`src/rtl/tap_pkg.sv`:
```
package tap_pkg;
    // ========================================
    // Instruction register
    localparam int IR_WIDTH = 3;
    localparam logic [2:0] INS_EXTEST = 3'h0;
    localparam logic [2:0] INS_IDCODE = 3'h1;
    localparam logic [2:0] INS_SAMPLE = 3'h2;
    localparam logic [2:0] INS_CLAMP = 3'h3;
    localparam logic [2:0] INS_HIGHZ = 3'h4;
    localparam logic [2:0] INS_BYPASS = 3'h7;
    localparam logic [2:0] IR_CAPTURE_VAL = 3'h1;
    localparam logic [2:0] IR_RESET_VAL = INS_IDCODE;
    // ========================================
    // Identification code fields, part and maker values arbitrary
    localparam int ID_WIDTH = 32;
    localparam logic [3:0] ID_VERSION = 4'h0;
    localparam logic [15:0] ID_PART = 16'h0abc;
    localparam logic [10:0] ID_MAKER = 11'h055;
    // ========================================
    // Default boundary chain length
    localparam int BSR_LEN = 8;
    // ========================================
    // Controller states
    typedef enum logic [3:0] {
        ST_RESET, ST_IDLE, ST_SEL_DR, ST_CAP_DR, ST_SHIFT_DR, ST_EXIT1_DR,
        ST_PAUSE_DR, ST_EXIT2_DR, ST_UPD_DR, ST_SEL_IR, ST_CAP_IR,
        ST_SHIFT_IR, ST_EXIT1_IR, ST_PAUSE_IR, ST_EXIT2_IR, ST_UPD_IR
    } tap_state_t;
endpackage

```
`src/rtl/tap_ctl_if.sv`:
```
`timescale 1ns/1ps
`default_nettype none
interface tap_ctl_if;
    import tap_pkg::*;
    logic tck_rise;
    logic tck_fall;
    logic tms;
    tap_state_t state;
    modport ctl (input tck_rise, input tck_fall, input tms, output state);
    modport user (input tck_rise, input tck_fall, input state);
endinterface
`default_nettype wire

```
`src/rtl/boundary_scan_tap.sv`:
```
`timescale 1ns/1ps
`default_nettype none
// What this block does
// State follows mode select on clock rise
// Test reset gives reset state, IDCODE
// Select-DR holds registers, branches on mode
// Capture-DR loads selected register, then branches
// Shift-DR shifts selected register, others hold
// Exit1/Exit2-DR go to update, pause, shift
// Pause-DR halts shifting, waits for mode high
// Update-DR latches shift path on fall
// Select-IR holds; high returns to reset
// Capture-IR loads fixed value on rise
// Shift-IR shifts instruction, others hold
// Exit1/Pause/Exit2-IR branch on mode select
// Update-IR falling edge sets current instruction
// Instruction register three bits, shift plus latch
// Decode selects boundary or identification register
// Bypass bit serves BYPASS, CLAMP, HIGHZ
// SAMPLE captures pins, shifts without disturbance
// EXTEST drives outputs from boundary latches
// IDCODE captures device code, shifts out
// HIGHZ floats every pad output
// CLAMP drives boundary latches, held steady
// Identification: 32 bits, LSB one, fields
// Captured instruction low bits are 01
// Reset and idle states hold or advance
module boundary_scan_tap
    import tap_pkg::*;
#(
    parameter int BSR_WIDTH = BSR_LEN,
    parameter logic [3:0] VERSION = ID_VERSION,
    // Arbitrary part and maker values
    parameter logic [15:0] PART = ID_PART,
    parameter logic [10:0] MAKER = ID_MAKER
) (
    input wire logic ref_clk,
    input wire logic arst_n,
    input wire logic test_clock_pin,
    input wire logic test_mode_select_pin,
    input wire logic test_data_in_pin,
    input wire logic test_reset_pin,
    output logic test_data_out_pin,
    output logic test_data_out_oe,
    input wire logic [BSR_WIDTH-1:0] core_out,
    input wire logic [BSR_WIDTH-1:0] pin_in,
    output logic [BSR_WIDTH-1:0] pad_out,
    output logic pad_oe,
    output logic [BSR_WIDTH-1:0] core_in,
    output logic [IR_WIDTH-1:0] cur_instr
);
    // ========================================
    // Pin sampling and edge finding
    logic [3:0] pins_s;
    logic tck_s, tms_s, tdi_s, trst_s;
    logic tck_prev_q, tck_prev_d;
    tap_ctl_if ctl_if();

    tap_pin_sync #(.WIDTH(4)) u_sync (
        .ref_clk(ref_clk),
        .arst_n(arst_n),
        .pin_in({test_reset_pin, test_data_in_pin, test_mode_select_pin,
                 test_clock_pin}),
        .pin_out(pins_s)
    );
    assign tck_s = pins_s[0];
    assign tms_s = pins_s[1];
    assign tdi_s = pins_s[2];
    assign trst_s = pins_s[3];

    assign tck_prev_d = tck_s;
    always_ff @(posedge ref_clk or negedge arst_n) begin
        if (!arst_n) begin
            tck_prev_q <= 1'b0;
        end else begin
            tck_prev_q <= tck_prev_d;
        end
    end
    assign ctl_if.tck_rise = tck_s & ~tck_prev_q;
    assign ctl_if.tck_fall = ~tck_s & tck_prev_q;
    assign ctl_if.tms = tms_s;

    tap_fsm u_fsm (
        .ref_clk(ref_clk),
        .arst_n(arst_n),
        .trst_sync(trst_s),
        .ctl(ctl_if.ctl)
    );

    tap_state_t st;
    logic rise, fall;
    assign st = ctl_if.state;
    assign rise = ctl_if.tck_rise;
    assign fall = ctl_if.tck_fall;

    // ========================================
    // Instruction decode
    // register select decode
    function automatic logic sel_bsr(input logic [2:0] ins);
        sel_bsr = (ins == INS_SAMPLE) || (ins == INS_EXTEST);
    endfunction
    function automatic logic sel_id(input logic [2:0] ins);
        sel_id = (ins == INS_IDCODE);
    endfunction

    logic [31:0] id_code;
    // identification code layout
    assign id_code = {VERSION, PART, MAKER, 1'b1};

    // ========================================
    // Registers
    // shift plus latch
    logic [2:0] ir_sh_q, ir_sh_d, ir_q, ir_d;
    logic [31:0] id_sh_q, id_sh_d, id_lat_q, id_lat_d;
    logic [BSR_WIDTH-1:0] bsr_sh_q, bsr_sh_d, bsr_lat_q, bsr_lat_d;
    logic byp_q, byp_d;
    logic tdo_q, tdo_d, tdo_oe_q, tdo_oe_d;
    logic upd_ir_fall_q, upd_ir_fall_d;

    always_comb begin
        ir_sh_d = ir_sh_q;
        ir_d = ir_q;
        id_sh_d = id_sh_q;
        id_lat_d = id_lat_q;
        bsr_sh_d = bsr_sh_q;
        bsr_lat_d = bsr_lat_q;
        byp_d = byp_q;
        tdo_d = tdo_q;
        tdo_oe_d = tdo_oe_q;
        upd_ir_fall_d = upd_ir_fall_q;
        if (rise) begin
            upd_ir_fall_d = 1'b0;
            case (st)
                // fixed ir capture
                // low bits 01
                ST_CAP_IR: ir_sh_d = IR_CAPTURE_VAL;
                // ir shift
                ST_SHIFT_IR: ir_sh_d = {tdi_s, ir_sh_q[2:1]};
                // capture selected register
                ST_CAP_DR: begin
                    // sample pins
                    if (sel_bsr(ir_q)) begin
                        bsr_sh_d = pin_in;
                    end else if (sel_id(ir_q)) begin
                        // load device code
                        id_sh_d = id_code;
                    end else begin
                        byp_d = 1'b0;
                    end
                end
                // shift only the selected path
                ST_SHIFT_DR: begin
                    if (sel_bsr(ir_q)) begin
                        bsr_sh_d = {tdi_s, bsr_sh_q[BSR_WIDTH-1:1]};
                    end else if (sel_id(ir_q)) begin
                        id_sh_d = {tdi_s, id_sh_q[31:1]};
                    end else begin
                        // one bit bypass
                        byp_d = tdi_s;
                    end
                end
                default: begin
                end
            endcase
        end
        if (fall) begin
            // Serial output changes on the falling edge
            tdo_oe_d = (st == ST_SHIFT_DR) || (st == ST_SHIFT_IR);
            if (st == ST_SHIFT_IR) begin
                tdo_d = ir_sh_q[0];
            end else if (sel_bsr(ir_q)) begin
                tdo_d = bsr_sh_q[0];
            end else if (sel_id(ir_q)) begin
                tdo_d = id_sh_q[0];
            end else begin
                tdo_d = byp_q;
            end
            // update ir latch
            if (st == ST_UPD_IR && !upd_ir_fall_q) begin
                ir_d = ir_sh_q;
                upd_ir_fall_d = 1'b1;
            end
            // update dr latch
            if (st == ST_UPD_DR) begin
                if (sel_bsr(ir_q)) begin
                    bsr_lat_d = bsr_sh_q;
                end else if (sel_id(ir_q)) begin
                    id_lat_d = id_sh_q;
                end
            end
        end
        // reset forces idcode
        if (st == ST_RESET) begin
            ir_d = IR_RESET_VAL;
            tdo_oe_d = 1'b0;
        end
    end

    always_ff @(posedge ref_clk or negedge arst_n) begin
        if (!arst_n) begin
            ir_sh_q <= IR_CAPTURE_VAL;
            ir_q <= IR_RESET_VAL;
            id_sh_q <= '0;
            id_lat_q <= '0;
            bsr_sh_q <= '0;
            bsr_lat_q <= '0;
            byp_q <= 1'b0;
            tdo_q <= 1'b0;
            tdo_oe_q <= 1'b0;
            upd_ir_fall_q <= 1'b0;
        end else begin
            ir_sh_q <= ir_sh_d;
            ir_q <= ir_d;
            id_sh_q <= id_sh_d;
            id_lat_q <= id_lat_d;
            bsr_sh_q <= bsr_sh_d;
            bsr_lat_q <= bsr_lat_d;
            byp_q <= byp_d;
            tdo_q <= tdo_d;
            tdo_oe_q <= tdo_oe_d;
            upd_ir_fall_q <= upd_ir_fall_d;
        end
    end

    // ========================================
    // Pad control
    logic test_drive;
    // extest and clamp drive latches
    // clamp holds latches
    assign test_drive = (ir_q == INS_EXTEST) || (ir_q == INS_CLAMP);
    always_comb begin
        pad_out = test_drive ? bsr_lat_q : core_out;
        // highz floats outputs
        pad_oe = (ir_q != INS_HIGHZ);
    end
    // Core sees pins untouched in all modes
    assign core_in = pin_in;
    assign cur_instr = ir_q;
    assign test_data_out_pin = tdo_q;
    assign test_data_out_oe = tdo_oe_q;

    // ========================================
    // Checks
    // reset state holds idcode
    AST_RESET_IDCODE: assert property (@(posedge ref_clk) disable iff (!arst_n)
        (st == ST_RESET) |=> (ir_q == INS_IDCODE))
        else $error("Reset state without IDCODE");
    // update ir loads shifted value
    AST_UPD_IR: assert property (@(posedge ref_clk) disable iff (!arst_n)
        (st == ST_UPD_IR && fall && !upd_ir_fall_q) |=> (ir_q == $past(ir_sh_q)))
        else $error("Update-IR did not latch instruction");
    // capture ir fixed value
    AST_CAP_IR: assert property (@(posedge ref_clk) disable iff (!arst_n)
        (st == ST_CAP_IR && rise) |=> (ir_sh_q[1:0] == 2'b01))
        else $error("Capture-IR value wrong");
    // idcode captured
    AST_CAP_ID: assert property (@(posedge ref_clk) disable iff (!arst_n)
        (st == ST_CAP_DR && rise && ir_q == INS_IDCODE)
        |=> (id_sh_q == id_code))
        else $error("IDCODE not captured");
    // pause keeps shift data
    AST_PAUSE_STABLE: assert property (@(posedge ref_clk) disable iff (!arst_n)
        (st == ST_PAUSE_DR) |=> $stable(bsr_sh_q) && $stable(id_sh_q))
        else $error("Data shifted in Pause-DR");
    // highz floats pads
    AST_HIGHZ: assert property (@(posedge ref_clk) disable iff (!arst_n)
        (ir_q == INS_HIGHZ) |-> !pad_oe)
        else $error("Pads driven under HIGHZ");
    // extest drives latches
    AST_EXTEST: assert property (@(posedge ref_clk) disable iff (!arst_n)
        (ir_q == INS_EXTEST) |-> (pad_out == bsr_lat_q))
        else $error("EXTEST pads not from latches");
    // bypass shifts tdi
    AST_BYPASS: assert property (@(posedge ref_clk) disable iff (!arst_n)
        (st == ST_SHIFT_DR && rise && ir_q == INS_BYPASS)
        |=> (byp_q == $past(tdi_s)))
        else $error("Bypass bit did not take input");
    // select dr holds
    AST_SELDR_HOLD: assert property (@(posedge ref_clk) disable iff (!arst_n)
        (st == ST_SEL_DR) |=> $stable(bsr_sh_q) && $stable(id_sh_q)
        && $stable(byp_q))
        else $error("Test registers moved in Select-DR");
    // select ir holds
    AST_SELIR_HOLD: assert property (@(posedge ref_clk) disable iff (!arst_n)
        (st == ST_SEL_IR) |=> $stable(ir_q) && $stable(ir_sh_q))
        else $error("Instruction moved in Select-IR");
    // ir shift takes input
    AST_IR_SHIFT: assert property (@(posedge ref_clk) disable iff (!arst_n)
        (st == ST_SHIFT_IR && rise) |=> (ir_sh_q[2] == $past(tdi_s)))
        else $error("Instruction shift stage wrong");
    // instruction held in shift
    AST_SHIR_HOLD: assert property (@(posedge ref_clk) disable iff (!arst_n)
        (st == ST_SHIFT_IR) |=> $stable(ir_q))
        else $error("Current instruction moved in Shift-IR");
    // pause ir holds
    AST_PAUSE_IR: assert property (@(posedge ref_clk) disable iff (!arst_n)
        (st == ST_PAUSE_IR) |=> $stable(ir_sh_q) && $stable(ir_q))
        else $error("Instruction moved in Pause-IR");
    // sample captures pins
    AST_CAP_BSR: assert property (@(posedge ref_clk) disable iff (!arst_n)
        (st == ST_CAP_DR && rise && sel_bsr(ir_q))
        |=> (bsr_sh_q == $past(pin_in)))
        else $error("Boundary capture wrong");
    // bypass captures zero
    AST_CAP_BYP: assert property (@(posedge ref_clk) disable iff (!arst_n)
        (st == ST_CAP_DR && rise && ir_q == INS_BYPASS) |=> !byp_q)
        else $error("Bypass capture not zero");
    // boundary latch update
    AST_BSR_LATCH: assert property (@(posedge ref_clk) disable iff (!arst_n)
        (st == ST_UPD_DR && fall && sel_bsr(ir_q))
        |=> (bsr_lat_q == $past(bsr_sh_q)))
        else $error("Boundary latch not updated");
    // id latch update
    AST_ID_LATCH: assert property (@(posedge ref_clk) disable iff (!arst_n)
        (st == ST_UPD_DR && fall && sel_id(ir_q))
        |=> (id_lat_q == $past(id_sh_q)))
        else $error("Identification latch not updated");
    // clamp holds latches
    AST_CLAMP: assert property (@(posedge ref_clk) disable iff (!arst_n)
        (ir_q == INS_CLAMP && $past(ir_q) == INS_CLAMP)
        |-> (pad_out == bsr_lat_q) && $stable(bsr_lat_q))
        else $error("Clamp outputs moved");
    // serial out off in reset
    AST_OE_RESET: assert property (@(posedge ref_clk) disable iff (!arst_n)
        (st == ST_RESET) |=> !test_data_out_oe)
        else $error("Serial out driven in reset state");
    // serial out only in shift
    AST_OE_SHIFT: assert property (@(posedge ref_clk) disable iff (!arst_n)
        (fall && st != ST_SHIFT_DR && st != ST_SHIFT_IR)
        |=> !test_data_out_oe)
        else $error("Serial out driven outside shift");
    // normal pads when not driving
    AST_NORMAL: assert property (@(posedge ref_clk) disable iff (!arst_n)
        (ir_q == INS_SAMPLE || ir_q == INS_BYPASS || ir_q == INS_IDCODE)
        |-> (pad_out == core_out) && pad_oe)
        else $error("Pads disturbed by test logic");

    // ========================================
    // Cover points
    COV_IDCODE_SHIFT: cover property (@(posedge ref_clk)
        st == ST_SHIFT_DR && ir_q == INS_IDCODE);
    COV_EXTEST: cover property (@(posedge ref_clk) ir_q == INS_EXTEST);
    COV_HIGHZ: cover property (@(posedge ref_clk) ir_q == INS_HIGHZ);
endmodule
`default_nettype wire

```
`src/rtl/tap_fsm.sv`:
```
`timescale 1ns/1ps
`default_nettype none
module tap_fsm
    import tap_pkg::*;
(
    input wire logic ref_clk,
    input wire logic arst_n,
    input wire logic trst_sync,
    tap_ctl_if.ctl ctl
);
    tap_state_t state_q, state_d;
    // ========================================
    // Sixteen-state controller
    always_comb begin
        state_d = state_q;
        // move on rise
        if (ctl.tck_rise) begin
            case (state_q)
                // reset and idle
                ST_RESET: state_d = ctl.tms ? ST_RESET : ST_IDLE;
                ST_IDLE: state_d = ctl.tms ? ST_SEL_DR : ST_IDLE;
                // select dr
                ST_SEL_DR: state_d = ctl.tms ? ST_SEL_IR : ST_CAP_DR;
                // capture dr
                ST_CAP_DR: state_d = ctl.tms ? ST_EXIT1_DR : ST_SHIFT_DR;
                ST_SHIFT_DR: state_d = ctl.tms ? ST_EXIT1_DR : ST_SHIFT_DR;
                // exit paths
                ST_EXIT1_DR: state_d = ctl.tms ? ST_UPD_DR : ST_PAUSE_DR;
                // pause dr
                ST_PAUSE_DR: state_d = ctl.tms ? ST_EXIT2_DR : ST_PAUSE_DR;
                ST_EXIT2_DR: state_d = ctl.tms ? ST_UPD_DR : ST_SHIFT_DR;
                // update dr exit
                ST_UPD_DR: state_d = ctl.tms ? ST_SEL_DR : ST_IDLE;
                // select ir
                ST_SEL_IR: state_d = ctl.tms ? ST_RESET : ST_CAP_IR;
                // capture ir exit
                ST_CAP_IR: state_d = ctl.tms ? ST_EXIT1_IR : ST_SHIFT_IR;
                // shift ir exit
                ST_SHIFT_IR: state_d = ctl.tms ? ST_EXIT1_IR : ST_SHIFT_IR;
                // ir exits and pause
                ST_EXIT1_IR: state_d = ctl.tms ? ST_UPD_IR : ST_PAUSE_IR;
                ST_PAUSE_IR: state_d = ctl.tms ? ST_EXIT2_IR : ST_PAUSE_IR;
                ST_EXIT2_IR: state_d = ctl.tms ? ST_UPD_IR : ST_SHIFT_IR;
                // update ir exit
                ST_UPD_IR: state_d = ctl.tms ? ST_SEL_DR : ST_IDLE;
                default: state_d = ST_RESET;
            endcase
        end
        // test reset wins
        if (!trst_sync) begin
            state_d = ST_RESET;
        end
    end
    always_ff @(posedge ref_clk or negedge arst_n) begin
        if (!arst_n) begin
            state_q <= ST_RESET;
        end else begin
            state_q <= state_d;
        end
    end
    assign ctl.state = state_q;

    // ========================================
    // Checks
    // moves only on tck rise
    AST_MOVE_ON_RISE: assert property (@(posedge ref_clk) disable iff (!arst_n)
        (!ctl.tck_rise && trst_sync) |=> $stable(state_q))
        else $error("State moved without a test clock rise");
    // select ir to reset
    AST_SEL_IR_RESET: assert property (@(posedge ref_clk) disable iff (!arst_n)
        (state_q == ST_SEL_IR && ctl.tck_rise && ctl.tms)
        |=> state_q == ST_RESET)
        else $error("Select-IR with mode high did not reset");
    // pause dr hold
    AST_PAUSE_HOLD: assert property (@(posedge ref_clk) disable iff (!arst_n)
        (state_q == ST_PAUSE_DR && ctl.tck_rise && !ctl.tms && trst_sync)
        |=> state_q == ST_PAUSE_DR)
        else $error("Pause-DR left with mode low");
    // reset to idle
    AST_RESET_IDLE: assert property (@(posedge ref_clk) disable iff (!arst_n)
        (state_q == ST_RESET && ctl.tck_rise && !ctl.tms && trst_sync)
        |=> state_q == ST_IDLE)
        else $error("Reset state did not go to idle");
    COV_SHIFT_IR: cover property (@(posedge ref_clk) state_q == ST_SHIFT_IR);
    COV_PAUSE_DR: cover property (@(posedge ref_clk) state_q == ST_PAUSE_DR);
endmodule
`default_nettype wire

```
`src/rtl/tap_pin_sync.sv`:
```
`timescale 1ns/1ps
`default_nettype none
module tap_pin_sync
    import tap_pkg::*;
#(
    parameter int WIDTH = 4
) (
    input wire logic ref_clk,
    input wire logic arst_n,
    input wire logic [WIDTH-1:0] pin_in,
    output logic [WIDTH-1:0] pin_out
);
    // ========================================
    // Three stages; a change counts when 2 and 3 agree
    logic [WIDTH-1:0] s1_q, s2_q, s3_q, out_q;
    logic [WIDTH-1:0] s1_d, s2_d, s3_d, out_d;
    always_comb begin
        s1_d = pin_in;
        s2_d = s1_q;
        s3_d = s2_q;
        out_d = out_q;
        for (int i = 0; i < WIDTH; i++) begin
            if (s2_q[i] == s3_q[i]) begin
                out_d[i] = s3_q[i];
            end
        end
    end
    always_ff @(posedge ref_clk or negedge arst_n) begin
        if (!arst_n) begin
            s1_q <= '0;
            s2_q <= '0;
            s3_q <= '0;
            out_q <= '0;
        end else begin
            s1_q <= s1_d;
            s2_q <= s2_d;
            s3_q <= s3_d;
            out_q <= out_d;
        end
    end
    assign pin_out = out_q;
endmodule
`default_nettype wire

```
`config.mk`:
```
export PLATFORM = sky130hd
export DESIGN_NAME = boundary_scan_tap
export DESIGN_NICKNAME = d
export VERILOG_FILES = /design/src/rtl/tap_pkg.sv /design/src/rtl/tap_ctl_if.sv /design/src/rtl/boundary_scan_tap.sv /design/src/rtl/tap_fsm.sv /design/src/rtl/tap_pin_sync.sv
export SDC_FILE = /design/constraint.sdc
export NUM_CORES = 1
export LEC_CHECK = 0
export ABC_AREA = 1
export BUFFER_PORTS_ARGS = -buffer_cell sky130_fd_sc_hd__buf_2
export CORE_MARGIN = 10
export CORE_UTILIZATION = 37
export CTS_BUF_LIST = sky130_fd_sc_hd__clkbuf_2
export DETAILED_ROUTE_END_ITERATION = 12
export SLEW_MARGIN = 40
export SYNTH_ARGS = -nofsm -noshare
export SYNTH_HDL_FRONTEND = slang
export SYNTH_SLANG_ARGS = --single-unit
```
`constraint.sdc`:
```
create_clock -name ref_clk -period 1.9 [get_ports ref_clk]
set_input_delay 0.475 -clock ref_clk [delete_from_list [all_inputs] [get_ports ref_clk]]
set_output_delay 0.475 -clock ref_clk [all_outputs]
set_load 0.03 [all_outputs]
```
=== After elaboration in Yosys (flattened, before gate mapping) ===
Index checks and enable logic that the tools add are counted.

* Word-level logic and storage cells: 115
* Register bits after elaboration: 79
* Bits of input ports: 22
* Bits in latches: 0
* Memories: 0
* Memory bits (writable): 0
* Bits in read-only memories: 0

* Muxes and demuxes: 41
* Multiply operators: 0
* Divide/modulo/power cells: 0
* Add/sub/neg operators: 0
* Shift operators: 0
* Reductions and logical operators: 20
* Eq/ne operators: 32
* Bitwise logic cells: 4
* Order comparisons: 0

{| class="wikitable"
|+ Operators by type and width
! kind !! count
|-
| $mux 32 || 4
|-
| $pmux 32 s2 || 1
|-
| $pmux 4 s12 || 1
|-
| $eq 4x4->1 const B || 8
|-
| $mux 4 || 6
|-
| $mux 8 || 3
|-
| $ne 2x2->1 const B || 9
|-
| $eq 4x3->1 const B || 4
|-
| $pmux 8 s2 || 1
|-
| $mux 1 || 15
|-
| $mux 3 || 5
|-
| $reduce_and 6->1 || 2
|-
| $eq 4x2->1 const B || 2
|-
| $reduce_bool 2->1 || 4
|-
| $eq 3x2->1 const B || 2
|-
| $mux 2 || 3
|-
| $pmux 3 s2 || 1
|-
| $eq 1x1->1 || 4
|-
| $eq 4x1->1 const B || 1
|-
| $logic_not 4->1 || 1
|-
| $reduce_and 2->1 || 2
|-
| $reduce_and 4->1 || 1
|-
| $reduce_or 2->1 || 2
|-
| $eq 3x1->1 const B || 1
|-
| other kinds (10) || 14
|}

=== Longest topological paths before layout ===
Gate-level depths: netlist of run 1.

* Depth after elaboration: 5
* Gate-level depth with buffers: 10

=== Modules after synthesis ===
From an unflattened synthesis of run 1, not the netlist that was laid out.

* Cells, all modules: 446
* Area total of the unflattened synthesis: 3796.1 um^2

{| class="wikitable"
|+ By module, submodules not included
! module !! instances !! cells an instance !! area each (um^2)
|-
| boundary_scan_tap || 1 || 336 || 2915.3
|-
| tap_pin_sync || 1 || 32 || 465.4
|-
| tap_fsm || 1 || 78 || 415.4
|}

=== Least setup slack after synthesis of run 1 ===
Ideal clock, no wire load.

* Kind: register -> output
* Start: reg ir_q[0], in the netlist cur_instr[0]
* End: out pad_out[0]
* Buffers on the path: 1
* Required time: 1.425 ns
* Data arrival time: 1.872 ns
* Cell stages (with the launch flop): 6
* Slack: -0.447 ns
* Cell sequence: dfstp_2 inv_1 o21ai_0 a21oi_1 clkbuf_1 o21ai_0

* Longest elaborated chain between the ends: 3
* Elaborated cells on any way between the ends: 4
* Classes of those cells: eq/ne: 1; mux: 1; reduce/logical: 2

{| class="wikitable"
|+ Ends and longest elaborated chain
! what !! line !! text
|-
| start, declared || boundary_scan_tap.sv:113 || <nowiki>logic [2:0] ir_sh_q, ir_sh_d, ir_q, ir_d;</nowiki>
|-
| start signal, assigned || boundary_scan_tap.sv:213 || <nowiki>ir_q <= ir_d;</nowiki>
|-
| $eq 3x2->1 / $logic_not 3->1 (equally long branches) || boundary_scan_tap.sv:230 || <nowiki>assign test_drive = (ir_q == INS_EXTEST) || (ir_q == INS_CLAMP);</nowiki>
|-
| $logic_or 1x1->1 * || boundary_scan_tap.sv:230 ||
|-
| $mux 8 * || boundary_scan_tap.sv:232 || <nowiki>pad_out = test_drive ? bsr_lat_q : core_out;</nowiki>
|-
| end, declared || boundary_scan_tap.sv:47 || <nowiki>output logic [BSR_WIDTH-1:0] pad_out,</nowiki>
|}

Mark *: on every way between the ends. The rest lies on a longest branch, timed or not.

=== Worst setup path in the final report of run 1 ===
* Start: reg ir_q[0], in the netlist cur_instr[0]
* End: out pad_out[4]

The elaborated chain is that of the path after synthesis.

==> flow_metrics.tcl, run 1 <==
set metrics [dict create \
    leakage_nw 2.283 \
    status "finished with violations" \
    synth_area_leaders "dfrtp_1 (53%), nand2_1 (11%), o21ai_0 (8.5%), nand3_1 (4.2%), inv_1 (4.1%)" \
    rsz0062_at_grt "yes" \
    die_height_um 118.8 \
    hold_viol 0 \
    crit_path_end_kind "output pin" \
    area_growth_syn_to_layout_pct 20.80 \
    worst_slew_pin_slew_ns 0.3592 \
    post_drt_via_cell_ratio 4.798 \
    layout-drive-gt1-share 0.2468 \
    clk_pin_slew_ns 0.21 \
    slew_headroom 0.7605 \
    die_area_um2 14110 \
    setup_ws_ns -0.4075 \
    final_core_util 0.4653 \
    clock_latency_ns 0.53 \
    num_antenna_cells 0 \
    fin_nets 491 \
    drt_first_pass_iters 4 \
    syn_nets 442 \
    finalSetupViolations 8 \
    layout_min_cycle_time_ns 2.307 \
    cts.htree.levels 3 \
    max_freq_ghz 0.4334 \
    placed_area_um2 4081 \
    power_density_nw_per_um2 725.2 \
    routedWlPerCell_um 12.62 \
    start_util 0.3852 \
    postSynthCellCount 420 \
    wl_um 7608 \
    crit_arrival_ns 1.83 \
    wl_met1_um 3658 \
    dr.max_layer_used "met4" \
    drc 0 \
    crit_type "reg2out" \
    ir_drop_mv 0.3615 \
    vias 2893 \
    crit_fanout 16 \
    ys_seq_area_frac 0.5484 \
    rows 35 \
    cts_tree "done" \
    cts_sinks 79 \
    syn_avg_cell_area_um2 8.595 \
    io_buffers 43 \
    hp-class "in2reg" \
    grt_pass1_vias 2855 \
    ys_ff_latch 79 \
    routabilityCongestion 0.8585 \
    gr-usage-all-layers 0.1083 \
    chipWidth_um 118.8 \
    cp.required_ns 1.42 \
    timing.final.crit_share 1.214 \
    post-synth-top-area-cell "dfrtp_1" \
    fin_area_um2 4360 \
    antenna_found_initial 0 \
    root_buffer "clkbuf_2" \
    wl_met2_um 3376 \
    final_common_cell "nand2_1" \
    drtIter0Drc 140 \
    io-pin-count 44 \
    wl_met3_um 462 \
    yosysWarnings 0 \
    place_hpwl_um 5359 \
    clockBufferDepth 2 \
    violations "setup timing" \
    grt_max_degree 38 \
    yosysTopAreaCellShare 0.5338 \
    worst_setup_path_start_kind "flip-flop" \
    grt_first_pass_wirelength_um 13220 \
    ant_nets 0 \
    netlist_area_um2 3610 \
    slew_viol_final 0 \
    final_cell_mix "nand2_1 (100), dfrtp_1 (76), o21ai_0 (52)" \
    synth_cell_type_count 27 \
    core_um2 9371 \
    grt_overflow 0 \
    cts-buffers-inserted 9 \
    skew_ns 0.02576 \
    max-cap-violations 0 \
]
-- path summary, 6_finish.rpt --
kind / startpoint / endpoint / slack, ns / cells past startpoint
worst max register to register: u_fsm.ctl.state[0] / id_sh_q[13] / 0.15 / 7
min in group asynchronous: arst_n / u_sync.pin_out[1] / 0.37 / 2
worst min-delay path: test_clock_pin / u_sync.s1_q[0] / 0.04 / 1
worst min register to register: u_sync.s1_q[2] / u_sync.s2_q[2] / 0.38 / 0
max in group asynchronous: arst_n / cur_instr[0] / 0.91 / 3
worst max-delay path: cur_instr[0] / pad_out[4] / -0.41 / 7
-- per-stage QoR --
step                      hold WS (ns)  setup TNS, ns  worst slack [ns]  cells  total power [mW]
after floorplan                 0.1794              0          0.007876    420             1.905
after global placement          0.3330              0            0.1295    582             2.001
after detailed placement        0.3355              0           0.08187    582             2.006
after CTS                     0.007493         -3.453           -0.4356    601             3.186
after global routing          0.001776         -3.740           -0.4746    603             3.282
final                          0.04454         -3.206           -0.4075    603             3.162
-- sequential cells by signal (all words and copies together), names as in the netlist, 3 cells and up --
name	flops
id_sh_q	32
u_sync.pin_out	4
ir_sh_q	3
u_sync.s2_q	4
u_sync.s3_q	4
bsr_lat_q	8
bsr_sh_q	8
u_sync.s1_q	4
cur_instr	3
u_fsm.ctl.state	4
-- where the power goes --
part           switching, mW  internal (mW)  leakage (nW)
combinational          0.160         0.0877          1.18
sequential            0.0238           1.71          1.01
clock                  0.606          0.573        0.0941
-- Yosys cell counts (all sizes together) --
cell type,number
nand4,3
dfrtp,77
nor2,41
clkbuf,8
buf,17
o21ai,65
o211ai,1
inv,40
nand3b,2
nand3,30
nand2,111
a21oi,15
a31oi,2
dfstp,2
o22ai,2
maj3,4
-- worst max-delay path, stage by stage, from the launching register on --
cell and delay (ns):
dfstp_2 0.59, inv_2 0.06, o21ai_4 0.15, a21oi_4 0.05
buf_12 0.17, nand2_2 0.08, o21ai_4 0.05, buf_4 0.16
-- cells by family (layout without fill, tap and decap cells) --
logic type | count (synthesis) | in the layout | share of synthesized area
AND/OR/NAND/NOR | 187 | 187 | 0.2225
AO/OA/AOI/OAI | 85 | 85 | 0.1314
flip-flops | 79 | 79 | 0.5484
buffers and inverters | 65 | 119 | 0.08665
adder cells (fa/ha/maj) | 4 | 4 | 0.01109
-- metal layers --
layer  up-vias  GRT usage
met3        10    0.02856
li1       1443          -
met1      1355     0.1406
met2        85     0.1684
met4         0    0.04122
met5         -          0
-- final cells by class --
cell class,count,area [um2]
clock buffer,9,45.04
clock inverter,7,120.1
fill,935,5011
inverter,40,150.1
multi-input combinational,276,1450
sequential,79,1981
tap,129,161.4
timing repair buffer,63,452.9
-- repair_timing --
action,CTS,global route
hold endpoints to repair,25,2
gates resized for setup,21,5
hold buffers,1,2
setup buffers,2,0
setup endpoints to repair,9,10
Power figures use the tool's default switching activity.
==> run 2, diff against run 1 <==
--- a/config.mk
+++ b/config.mk
@@ -7,10 +7,13 @@
 export LEC_CHECK = 0
 export ABC_AREA = 1
 export BUFFER_PORTS_ARGS = -buffer_cell sky130_fd_sc_hd__buf_2
+export CELL_PAD_IN_SITES_DETAIL_PLACEMENT = 1
+export CELL_PAD_IN_SITES_GLOBAL_PLACEMENT = 2
 export CORE_MARGIN = 10
-export CORE_UTILIZATION = 37
+export CORE_UTILIZATION = 36
 export CTS_BUF_LIST = sky130_fd_sc_hd__clkbuf_2
 export DETAILED_ROUTE_END_ITERATION = 12
+export PLACE_DENSITY_LB_ADDON = 0.1
 export SLEW_MARGIN = 40
 export SYNTH_ARGS = -nofsm -noshare
 export SYNTH_HDL_FRONTEND = slang
==> run 2 against run 1 <==
The run still ends with setup timing left. Count of clock-buffer cells in the layout is the same. Largest power group unchanged. First-iteration DRC count decreased by 40%. Clock skew rose by 0.0085 ns. Critical path type unchanged.
==> flow_metrics.tcl, run 2 (synthesis results as in run 1) <==
set metrics [dict create \
    crit_arrival_ns 1.85 \
    place_hpwl_um 6319 \
    biggestRegsByFlops "id_sh_q (32), bsr_lat_q (8), bsr_sh_q (8)" \
    fin_nets 503 \
    layout_min_cycle_time_ns 2.321 \
    fin_area_um2 4454 \
    start_util 0.3693 \
    vias 2963 \
    finalSetupViolations 10 \
    crit_type "reg2out" \
    root_buffer "clkbuf_2" \
    drt_first_pass_iters 4 \
    wl_um 8900 \
    cp_cell_sequence "inv_4 -> o21ai_4 -> a21oi_4 -> buf_6 -> o21ai_4 -> buf_6" \
    die_area_um2 14430 \
    grt_pass1_vias 3052 \
    ant_nets 0 \
    io_buffers 43 \
    max-cap-violations 0 \
    grt_overflow 0 \
    cts-buffers-inserted 9 \
    final_cell_mix "nand2_1 (102), dfrtp_1 (75), o21ai_0 (52)" \
    post_drt_via_cell_ratio 4.802 \
    worst_setup_path_start_kind "flip-flop" \
    ir_drop_mv 0.3367 \
    clock_latency_ns 0.54 \
    clockBufferDepth 2 \
    hp-class "in2reg" \
    rsz0062_at_grt "yes" \
    cpPeakStageDelay_ns 0.60 \
    cts.htree.levels 3 \
    final_common_cell "nand2_1" \
    cts_sinks 79 \
    nFillCells 1170 \
    drtIter0Drc 84 \
    placed_area_um2 4131 \
    antenna_found_initial 0 \
    crit_fanout 6 \
    status "finished with violations" \
    drc 0 \
    cp.required_ns 1.42 \
    final_core_util 0.4557 \
    power_density_nw_per_um2 643.0 \
    hold_viol 0 \
    rows 36 \
    setup_ws_ns -0.4207 \
    largest-register "id_sh_q" \
    grt_first_pass_wirelength_um 15190 \
    grt_max_degree 38 \
    cpLargestDelayFamily "flip-flops" \
    routabilityCongestion 0.8101 \
    num_antenna_cells 0 \
    slew_headroom 0.7153 \
    crit_buf_inv 3 \
    chipWidth_um 120.1 \
    worst_slew_pin_slew_ns 0.4271 \
    leakage_nw 2.323 \
    cts_tree "done" \
    violations "setup timing" \
    gr-usage-all-layers 0.1293 \
    area_growth_syn_to_layout_pct 23.40 \
    layout-drive-gt1-share 0.2583 \
    io-pin-count 44 \
    crit_slowest_cell "dfstp_2" \
    die_height_um 120.1 \
    timing.final.crit_share 1.221 \
    max_freq_ghz 0.4309 \
    routedWlPerCell_um 14.42 \
    core_um2 9774 \
    slew_viol_final 0 \
    clk_pin_slew_ns 0.22 \
    crit_path_end_kind "output pin" \
    largest_register_ffs 32 \
    skew_ns 0.03426 \
]
## run 2: cell type report
cell class | count | area [um2] | share of cell area
clock buffer | 9 | 45.04 | 0.01011
clock inverter | 5 | 51.30 | 0.01152
inverter | 40 | 152.6 | 0.03427
multi-input combinational | 277 | 1464 | 0.3287
sequential | 79 | 1982 | 0.4449
tap | 133 | 166.4 | 0.03736
timing repair buffer | 74 | 593.1 | 0.1331
## run 2: metal layers
layer | wire [um] | global-route usage | vias up
met1 | 4233 | 0.1659 | 1448
met2 | 4232 | 0.2060 | 34
met5 | 0 | 0 | -
met4 | 134 | 0.04751 | 0
li1 | - | - | 1467
met3 | 300 | 0.03282 | 14
## run 2: repair_timing
action	4_1_cts	5_1_grt
resized for setup	38	4
pin swaps	2	3
gates cloned	1	0
endpoints found under the hold margin	24	4
endpoints found under the setup margin	10	11
hold buffers	1	4
buffers inserted	3	2
## run 2: power by group
group / switching, mW / leakage [nW] / total [mW] / internal, mW
registers: 0.0231 / 1.01 / 1.73 / 1.71
logic: 0.169 / 1.25 / 0.267 / 0.0986
clock network: 0.581 / 0.0611 / 0.862 / 0.281
## run 2: stage by stage
stage / instances / setup slack [ns] / power [mW] / hold WS (ns) / TNS [ns]
after floorplan: 420 / 0.007876 / 1.905 / 0.1794 / 0
after global placement: 592 / 0.1267 / 2.012 / 0.3329 / 0
after detailed placement: 592 / 0.08302 / 2.016 / 0.3393 / 0
after CTS: 611 / -0.4854 / 2.896 / 0.005484 / -3.918
after global routing: 617 / -0.5498 / 3.019 / 0.2259 / -4.528
final: 617 / -0.4207 / 2.864 / 0.2368 / -3.287
## run 2: worst min-delay path: stages
cell and delay, ns:
buf_2 0.08, nand2_1 0.04, o21ai_0 0.06, nand2_1 0.05
o21ai_0 0.05
## run 2: path summary, 6_finish.rpt
kind	from	to	slack, ns	cells past startpoint
worst max-delay path	cur_instr[0]	pad_out[5]	-0.42	6
worst min-delay path	pin_in[6]	bsr_sh_q[6]	0.24	5
worst max register to register	cur_instr[0]	id_sh_q[24]	0.17	9
worst min register to register	u_sync.s1_q[0]	u_sync.s2_q[0]	0.38	0
max in group asynchronous	arst_n	byp_q	0.96	3
min in group asynchronous	arst_n	test_data_out_pin	0.35	2
